<file path="src/logic/kpw_pkg.sv">
package kpw_pkg;

   // ----------------------------------------------------------------
   // Register map and bus answers
   // ----------------------------------------------------------------
   localparam int unsigned KPW_ADDR_W       = 8;
   localparam int unsigned KPW_NKEY         = 4;
   localparam logic [7:0]  KPW_SCR_OFF      = 8'h00;
   localparam logic [7:0]  KPW_KEYEN_OFF    = 8'h04;
   localparam logic [7:0]  KPW_STAT_OFF     = 8'h08;
   localparam logic [7:0]  KPW_PORT_OFF     = 8'h0c;
   localparam logic [1:0]  KPW_RESP_OKAY    = 2'h0;
   localparam logic [1:0]  KPW_RESP_SLVERR  = 2'h2;

   // ----------------------------------------------------------------
   // Field positions and reset values
   // ----------------------------------------------------------------
   localparam int unsigned KPW_SCR_STOP_BIT  = 0;
   localparam int unsigned KPW_SCR_RELM_BIT  = 1;
   localparam int unsigned KPW_KEYEN_LSB     = 4;
   localparam int unsigned KPW_KEYEN_MSB     = 7;
   localparam int unsigned KPW_STAT_STOP_BIT = 0;
   localparam int unsigned KPW_STAT_ABRT_BIT = 1;
   localparam logic        KPW_RELM_RST      = 1'b0;
   localparam logic [3:0]  KPW_KEYEN_RST     = 4'h0;

   // ----------------------------------------------------------------
   // Power states, Gray coded along run, stop, warm-up
   // ----------------------------------------------------------------
   typedef enum logic [1:0]
   {
      KPW_RUN  = 2'b00,
      KPW_STOP = 2'b01,
      KPW_WARM = 2'b11
   } kpw_state_t;

endpackage : kpw_pkg

</file>
<file path="src/logic/kpw_keypress_wake_unit.sv">
// Notes on behaviour
// RQ1: Writing the stop request enters stop unless a release is already present.
// RQ2: In level mode, a low enabled key pin starts release from stop.
// RQ3: Each key pin counts only when its own enable bit is set.
// RQ4: Software checks enabled key pins read high before requesting stop.
// RQ5: Stop request with release already present goes straight to warm-up.
// RQ6: Mode 1: release pin high, keys low; mode 0: release pin rising edge only.
// RQ7: In edge mode software disables keys or keys stay high throughout stop.
// RQ8: The release pin has no enable and always releases stop.
// RQ9: When keys wake the part, the release pin is held low during stop.
// RQ10: A key wake pin is never used as an analog input meanwhile.
// RQ11: Wake detection uses an input path apart from the port read path.
// RQ12: Key enable register: write-only bits 7..4, one per pin, reset 0.
// RQ13: Software sets each key wake pin as input before enabling it.
// RQ14: Wake detection itself is combinational and needs no running clock; here the pins first pass the aclk synchroniser.
//
// The implementer's own choices: the AXI4-Lite register port and the register offsets.
module kpw_keypress_wake_unit
   import kpw_pkg::*;
(
   input  wire logic                  aclk,
   input  wire logic                  aresetn,
   input  wire logic [KPW_ADDR_W-1:0] s_axi_awaddr,
   input  wire logic                  s_axi_awvalid,
   output logic                       s_axi_awready,
   input  wire logic [31:0]           s_axi_wdata,
   input  wire logic [3:0]            s_axi_wstrb,
   input  wire logic                  s_axi_wvalid,
   output logic                       s_axi_wready,
   output logic [1:0]                 s_axi_bresp,
   output logic                       s_axi_bvalid,
   input  wire logic                  s_axi_bready,
   input  wire logic [KPW_ADDR_W-1:0] s_axi_araddr,
   input  wire logic                  s_axi_arvalid,
   output logic                       s_axi_arready,
   output logic [31:0]                s_axi_rdata,
   output logic [1:0]                 s_axi_rresp,
   output logic                       s_axi_rvalid,
   input  wire logic                  s_axi_rready,
   input  wire logic                  wake_key_pin_a,
   input  wire logic                  wake_key_pin_b,
   input  wire logic                  wake_key_pin_c,
   input  wire logic                  wake_key_pin_d,
   input  wire logic                  stop_release_pin,
   output logic                       stop_mode_q,
   output logic                       warmup_start_q
);

   // ----------------------------------------------------------------
   // Pin paths
   // ----------------------------------------------------------------
   logic [KPW_NKEY-1:0] key_raw;
   logic [KPW_NKEY-1:0] port_lvl;
   logic [KPW_NKEY:0]   wake_lvl;
   logic                stop_prev_q;
   logic                key_hit;
   logic                release_req;

   assign key_raw = {wake_key_pin_d, wake_key_pin_c, wake_key_pin_b, wake_key_pin_a};

   // Two separate input paths, so a port read may disagree with the detector
   kpw_sync3 #(.WIDTH(KPW_NKEY)) u_port_sync (        // see RQ11
      .aclk     (aclk),
      .aresetn  (aresetn),
      .async_in (key_raw),
      .level_q  (port_lvl)
   );

   kpw_sync3 #(.WIDTH(KPW_NKEY + 1)) u_wake_sync (    // see RQ11
      .aclk     (aclk),
      .aresetn  (aresetn),
      .async_in ({stop_release_pin, key_raw}),
      .level_q  (wake_lvl)
   );

   // ----------------------------------------------------------------
   // Registers
   // ----------------------------------------------------------------
   logic                relm_q;
   logic [KPW_NKEY-1:0] key_en_q;
   logic                abort_q;
   logic                stop_req;
   kpw_state_t          state_q;
   kpw_state_t          state_d;

   kpw_wake_detect u_detect (
      .relm        (relm_q),
      .key_lvl     (wake_lvl[KPW_NKEY-1:0]),
      .key_en      (key_en_q),
      .stop_lvl    (wake_lvl[KPW_NKEY]),
      .stop_prev   (stop_prev_q),
      .key_hit     (key_hit),
      .stop_hit    (),
      .release_req (release_req)
   );

   // ----------------------------------------------------------------
   // AXI4-Lite write channel
   // ----------------------------------------------------------------
   logic                  aw_held_q;
   logic                  w_held_q;
   logic [KPW_ADDR_W-1:0] awaddr_q;
   logic [31:0]           wdata_q;
   logic                  wstrb0_q;
   logic                  wr_go;

   assign wr_go = aw_held_q && w_held_q && !s_axi_bvalid;

   always_ff @(posedge aclk)
   begin
      if (!aresetn)
      begin
         aw_held_q     <= 1'b0;
         w_held_q      <= 1'b0;
         awaddr_q      <= '0;
         wdata_q       <= '0;
         wstrb0_q      <= 1'b0;
         s_axi_awready <= 1'b0;
         s_axi_wready  <= 1'b0;
         s_axi_bvalid  <= 1'b0;
         s_axi_bresp   <= KPW_RESP_OKAY;
      end
      else
      begin
         s_axi_awready <= !aw_held_q && !(s_axi_awvalid && s_axi_awready);
         s_axi_wready  <= !w_held_q && !(s_axi_wvalid && s_axi_wready);
         if (s_axi_awvalid && s_axi_awready)
         begin
            aw_held_q <= 1'b1;
            awaddr_q  <= s_axi_awaddr;
         end
         if (s_axi_wvalid && s_axi_wready)
         begin
            w_held_q <= 1'b1;
            wdata_q  <= s_axi_wdata;
            wstrb0_q <= s_axi_wstrb[0];
         end
         if (wr_go)
         begin
            aw_held_q    <= 1'b0;
            w_held_q     <= 1'b0;
            s_axi_bvalid <= 1'b1;
            s_axi_bresp  <= (awaddr_q == KPW_SCR_OFF || awaddr_q == KPW_KEYEN_OFF ||
                             awaddr_q == KPW_STAT_OFF || awaddr_q == KPW_PORT_OFF)
                            ? KPW_RESP_OKAY : KPW_RESP_SLVERR;
         end
         else if (s_axi_bvalid && s_axi_bready)
         begin
            s_axi_bvalid <= 1'b0;
         end
      end
   end

   // Stop request is a self-clearing command bit
   assign stop_req = wr_go && wstrb0_q && awaddr_q == KPW_SCR_OFF
                     && wdata_q[KPW_SCR_STOP_BIT];

   always_ff @(posedge aclk)
   begin
      if (!aresetn)
      begin
         relm_q   <= KPW_RELM_RST;
         key_en_q <= KPW_KEYEN_RST;                                   // see RQ12
      end
      else if (wr_go && wstrb0_q)
      begin
         if (awaddr_q == KPW_SCR_OFF)
         begin
            relm_q <= wdata_q[KPW_SCR_RELM_BIT];
         end
         if (awaddr_q == KPW_KEYEN_OFF)
         begin
            key_en_q <= wdata_q[KPW_KEYEN_MSB:KPW_KEYEN_LSB];        // see RQ12
         end
      end
   end

   // ----------------------------------------------------------------
   // AXI4-Lite read channel
   // ----------------------------------------------------------------
   logic [31:0] rd_word;
   logic        rd_ok;

   always_comb
   begin
      rd_word = 32'h0;
      rd_ok   = 1'b1;
      case (s_axi_araddr)
         KPW_SCR_OFF:   rd_word[KPW_SCR_RELM_BIT] = relm_q;
         KPW_KEYEN_OFF: rd_word = 32'h0;                              // see RQ12
         KPW_STAT_OFF:
         begin
            rd_word[KPW_STAT_STOP_BIT] = stop_mode_q;
            rd_word[KPW_STAT_ABRT_BIT] = abort_q;
         end
         KPW_PORT_OFF:  rd_word[KPW_NKEY-1:0] = port_lvl;             // see RQ11
         default:       rd_ok = 1'b0;
      endcase
   end

   always_ff @(posedge aclk)
   begin
      if (!aresetn)
      begin
         s_axi_arready <= 1'b0;
         s_axi_rvalid  <= 1'b0;
         s_axi_rdata   <= 32'h0;
         s_axi_rresp   <= KPW_RESP_OKAY;
      end
      else
      begin
         s_axi_arready <= !s_axi_rvalid && !(s_axi_arvalid && s_axi_arready);
         if (s_axi_arvalid && s_axi_arready)
         begin
            s_axi_rvalid <= 1'b1;
            s_axi_rdata  <= rd_word;
            s_axi_rresp  <= rd_ok ? KPW_RESP_OKAY : KPW_RESP_SLVERR;
         end
         else if (s_axi_rvalid && s_axi_rready)
         begin
            s_axi_rvalid <= 1'b0;
         end
      end
   end

   // ----------------------------------------------------------------
   // Stop and release sequencer
   // ----------------------------------------------------------------
   // A release pin already high refuses entry in either mode, not only its edge
   logic entry_abort;

   assign entry_abort = key_hit | wake_lvl[KPW_NKEY];                 // see RQ5 see RQ8
   always_comb
   begin
      state_d = state_q;
      case (state_q)
         KPW_RUN:
         begin
            if (stop_req)
            begin
               state_d = entry_abort ? KPW_WARM : KPW_STOP;           // see RQ1 see RQ5
            end
         end
         KPW_STOP:
         begin
            if (release_req)
            begin
               state_d = KPW_WARM;                                    // see RQ2 see RQ8
            end
         end
         KPW_WARM: state_d = KPW_RUN;
         default:  state_d = KPW_RUN;
      endcase
   end

   always_ff @(posedge aclk)
   begin
      if (!aresetn)
      begin
         state_q        <= KPW_RUN;
         stop_mode_q    <= 1'b0;
         warmup_start_q <= 1'b0;
         abort_q        <= 1'b0;
         stop_prev_q    <= 1'b0;
      end
      else
      begin
         state_q        <= state_d;
         stop_mode_q    <= state_d == KPW_STOP;
         warmup_start_q <= state_d == KPW_WARM;
         stop_prev_q    <= wake_lvl[KPW_NKEY];
         if (state_q == KPW_RUN && stop_req)
         begin
            abort_q <= entry_abort;                                   // see RQ5
         end
      end
   end

   // ----------------------------------------------------------------
   // Assertions
   // ----------------------------------------------------------------
   logic ar_hs;

   assign ar_hs = s_axi_arvalid && s_axi_arready;
endmodule : kpw_keypress_wake_unit

</file>
<file path="src/logic/kpw_sync3.sv">
module kpw_sync3 #(
   parameter int unsigned WIDTH = 4
) (
   input  wire logic             aclk,
   input  wire logic             aresetn,
   input  wire logic [WIDTH-1:0] async_in,
   output logic      [WIDTH-1:0] level_q
);

   logic [WIDTH-1:0] s1_q;
   logic [WIDTH-1:0] s2_q;
   logic [WIDTH-1:0] s3_q;

   // A change is taken only once the second and third stages agree
   always_ff @(posedge aclk)
   begin
      if (!aresetn)
      begin
         s1_q    <= '0;
         s2_q    <= '0;
         s3_q    <= '0;
         level_q <= '0;
      end
      else
      begin
         s1_q <= async_in;
         s2_q <= s1_q;
         s3_q <= s2_q;
         for (int i = 0; i < int'(WIDTH); i++)
         begin
            if (s2_q[i] == s3_q[i])
            begin
               level_q[i] <= s3_q[i];
            end
         end
      end
   end

endmodule : kpw_sync3

</file>
<file path="src/logic/kpw_wake_detect.sv">
module kpw_wake_detect
   import kpw_pkg::*;
(
   input  wire logic                relm,
   input  wire logic [KPW_NKEY-1:0] key_lvl,
   input  wire logic [KPW_NKEY-1:0] key_en,
   input  wire logic                stop_lvl,
   input  wire logic                stop_prev,
   output logic                     key_hit,
   output logic                     stop_hit,
   output logic                     release_req
);

   // Combinational, but its inputs come from the aclk synchroniser and the registered stop_prev, so detection needs aclk
   always_comb
   begin
      key_hit     = relm & (|(~key_lvl & key_en));           // see RQ3 see RQ14
      stop_hit    = relm ? stop_lvl : (stop_lvl & ~stop_prev); // see RQ6 see RQ8
      release_req = key_hit | stop_hit;                        // see RQ2
   end

endmodule : kpw_wake_detect

</file>
<file path="config.mk">
export PLATFORM = sky130hd
export DESIGN_NAME = kpw_keypress_wake_unit
export DESIGN_NICKNAME = d
export VERILOG_FILES = /design/src/logic/kpw_pkg.sv /design/src/logic/kpw_keypress_wake_unit.sv /design/src/logic/kpw_sync3.sv /design/src/logic/kpw_wake_detect.sv
export SDC_FILE = /design/constraint.sdc
export NUM_CORES = 1
export LEC_CHECK = 0
export ABC_CLOCK_PERIOD_IN_PS = 2600
export BUFFER_PORTS_ARGS = -buffer_cell sky130_fd_sc_hd__buf_4
export CAP_MARGIN = 40
export CELL_PAD_IN_SITES_DETAIL_PLACEMENT = 1
export CELL_PAD_IN_SITES_GLOBAL_PLACEMENT = 1
export CORE_MARGIN = 3
export CORE_UTILIZATION = 34
export DETAILED_ROUTE_END_ITERATION = 7
export GPL_TIMING_DRIVEN = 0
export HOLD_SLACK_MARGIN = 0.03
export PLACE_DENSITY_LB_ADDON = 0.1
export SLEW_MARGIN = 30
export SYNTH_ARGS = -nofsm -noshare
export SYNTH_HDL_FRONTEND = slang
export SYNTH_SLANG_ARGS = --single-unit
</file>
<file path="constraint.sdc">
create_clock -name aclk -period 2.6 [get_ports aclk]
set_input_delay 0.52 -clock aclk [delete_from_list [all_inputs] [get_ports aclk]]
set_output_delay 0.52 -clock aclk [all_outputs]
set_load 0.01 [all_outputs]
</file>
==> results.sh <==
export IMPL_drive_above_1_share_pct=28.0
export IMPL_worstSetupPathType="in -> reg"
export IMPL_synth_seq_cells=59
export IMPL_postRouteWirelength_um=5330
export IMPL_clk_pin_slew_ns=0.06
export IMPL_crit_path_end_kind="flop"
export IMPL_hold_viol=0
export IMPL_total_power_mw=1.93
export IMPL_synth_cell_types=36
export IMPL_grt_pass1_vias=1756
export IMPL_cp_arrival_ns=2.00
export IMPL_synth_edf_count=0
export IMPL_netlist_area_um2=2340
export IMPL_wl_per_cell_um=12.6
export IMPL_clockPowerShare_pct=40.5
export IMPL_setup_violations=0
export IMPL_dr_total_vias=1917
export IMPL_async_flop_share_pct=0
export IMPL_hold_buffers=0
export IMPL_cts_setup_buffers=0
export IMPL_port_buffers=46
export IMPL_start_util_pct=36.0
export IMPL_syn2layout_area_growth_pct=31.3
export IMPL_root_buffer="clkbuf_8"
export IMPL_synth_area_leaders="dfxtp_1 51%, buf_4 9.6%, a21oi_1 6.6%"
export IMPL_final_setup_tns_ns=0
export IMPL_drt_initial_drc_count=76
export IMPL_syn_area_per_cell_um2=9.05
export IMPL_antenna_cells=0
export IMPL_ir_drop_mv=0.328
export IMPL_rsz0062_at_grt="false"
export IMPL_drc=0
export IMPL_sw_frac_of_total_pct=22.8
export IMPL_fin_nets=408
export IMPL_worstMarginPinSlew_ns=0.619
export IMPL_ios=107
export IMPL_hold_path_class="in -> reg"
export IMPL_grt_usage_pct=14.1
export IMPL_fp_dieW_um=88.9
export IMPL_dp_hpwl_um=4040
export IMPL_synth_area_leader_cell="dfxtp_1"
export IMPL_multi_input_area_um2=987
export IMPL_pwr_share_comb_pct=10.0
export IMPL_cts_resized=0
export IMPL_clockBufferDepth=2
export IMPL_final_max_slew_viol_count=0
export IMPL_sequentialPowerShare_pct=49.5
export IMPL_drt_pass1_iterations=4
export IMPL_internal_power_mw=1.49
export IMPL_crit_fanout=10
export IMPL_grt_first_pass_wirelength_um=8300
export IMPL_period_needed_ns=1.81
export IMPL_vias_per_cell=4.52
export IMPL_hold_ws_ns=0.401
export IMPL_yosys_warnings=0
export IMPL_place_congestion=0.759
export IMPL_yosysMostFrequentCell="dfxtp_1"
export IMPL_fp_row_count=29
export IMPL_ff_latch_area_um2=1180
export IMPL_synth_commonest_cells="59 x dfxtp_1, 38 x nand2_1, 31 x a21oi_1, 30 x buf_4, 19 x and2_1"
export IMPL_clock_latency_ns=0.32
export IMPL_cts_tree="done"
export IMPL_critical_path_required_ns=2.79
export IMPL_fmax_mhz=553
export IMPL_drv_cap=0
export IMPL_ant_nets=0
export IMPL_dp_slack_ns=0.412
export IMPL_powerDensity_nw_per_um2=628
export IMPL_fin_skew_ns=0.00725
export IMPL_crit_path_start_kind="input port"
export IMPL_cts_inserted_buffers=9
export IMPL_leakagePower_nw=1.35
export IMPL_die_h_um=88.9
export IMPL_worst_slack_ns=0.791
export IMPL_htreeDepth=3
export IMPL_synth_flop_cell="dfxtp_1"
export IMPL_core_um2=6490
export IMPL_overflow=0
export IMPL_syn_inst=258
export IMPL_die_area_um2=7900
export IMPL_antenna_found_initial=0
export IMPL_post_route_period_util_pct=69.6
export IMPL_yosysSeqAreaShare_pct=50.6
export IMPL_grt_max_degree=11
export IMPL_status="completed"
export IMPL_yosysTopAreaCellShare_pct=50.6
export IMPL_clock_sinks=59
export IMPL_relSlewSlack_pct=58.7
export IMPL_fillers=800
export IMPL_netSwitchingPower_mw=0.439
-- routing by layer --
layer / track usage (%) / wire (µm) / share of wire (%) / vias up
li1: - / - / - / 983
met1: 17.6 / 2440 / 46 / 880
met2: 22.4 / 2560 / 48 / 52
met3: 5.25 / 296 / 5.6 / 2
met4: 4.95 / 23 / 0.43 / 0
met5: 0 / 0 / 0 / -
-- critical path, cell delays in order --
cell	delay (ns)
buf_4	0.11
clkbuf_1	0.20
inv_1	0.12
clkbuf_1	0.49
clkbuf_1	0.47
a21oi_1	0.09
-- worst paths after layout --
check | start | to | slack, ns | cells past startpoint
setup / recovery | aresetn | wdata_q[4]$_SDFFE_PN0P_ | 0.79 | 6
hold / removal | wake_key_pin_b | u_wake_sync.s1_q[1]$_SDFF_PN0_ | 0.40 | 2
setup reg to reg | s_axi_bvalid$_SDFFE_PN0P_ | state_q[1]$_SDFF_PN0_ | 1.12 | 4
hold reg to reg | u_wake_sync.s1_q[1]$_SDFF_PN0_ | u_port_sync.s2_q[1]$_SDFF_PN0_ | 0.44 | 1
-- cell usage in the layout, fill, tap and decap left out, drive strengths merged, types with 2 or more instances in the layout --
cell type,netlist,routed
nand4,2,2
a21oi,31,31
mux2,2,2
nor2,14,14
nand2,38,38
clkinv,0,2
nor3,3,3
and3b,3,3
nand2b,6,6
nor3b,2,2
conb,1,30
nand3,8,8
mux2i,5,5
clkbuf,7,18
dfxtp,59,59
inv,3,3
and2,19,19
o21ai,8,8
buf,33,79
-- cells by family (layout without fill, tap and decap cells) --
logic type	count (synthesis)	in the layout	synth area share, %
AOI/OAI and AO/OA	46	46	10.8
buffers and inverters	43	103	11.8
DFF	59	59	50.6
muxes	7	7	3.11
other	1	30	0.161
and+or+nand+nor	102	102	23.5
-- power groups by stage --
stage / combinational, mW / sequential (mW) / clock, mW
floorplan: 0.116 / 0.971 / 0
global placement: 0.188 / 0.972 / 0
detailed placement: 0.192 / 0.973 / 0
CTS: 0.193 / 0.953 / 0.809
global route: 0.215 / 0.956 / 0.862
finish: 0.193 / 0.953 / 0.781
-- sequential cells by signal (all words and copies together) (netlist names), 2 cells and up --
name                 flops
u_wake_sync.s2_q         2
s_axi_rdata              4
key_en_q                 4
u_wake_sync.s1_q         5
u_wake_sync.level_q      5
awaddr_q                 8
state_q                  2
u_wake_sync.s3_q         5
wdata_q                  6
u_port_sync.s2_q         3
-- per-stage QoR --
step,utilization [%],instances,instance area [µm²]
after floorplan,-,287,2440
after global placement,44.4,410,2890
after detailed placement,44.4,410,2890
after CTS,47.2,424,3070
after global routing,47.2,424,3070
final,47.2,424,3070
-- layout make-up --
cell class                 instances  share of cell area [%]
sequential                        59                    38.5
multi-input combinational        185                    32.2
timing repair buffer              46                    11.3
buffer                            40                    8.65
clock buffer                      11                    4.61
tap                               77                    3.14
clock inverter                     3                    1.31
inverter                           3                   0.367
(Power assumes the default switching activity.)
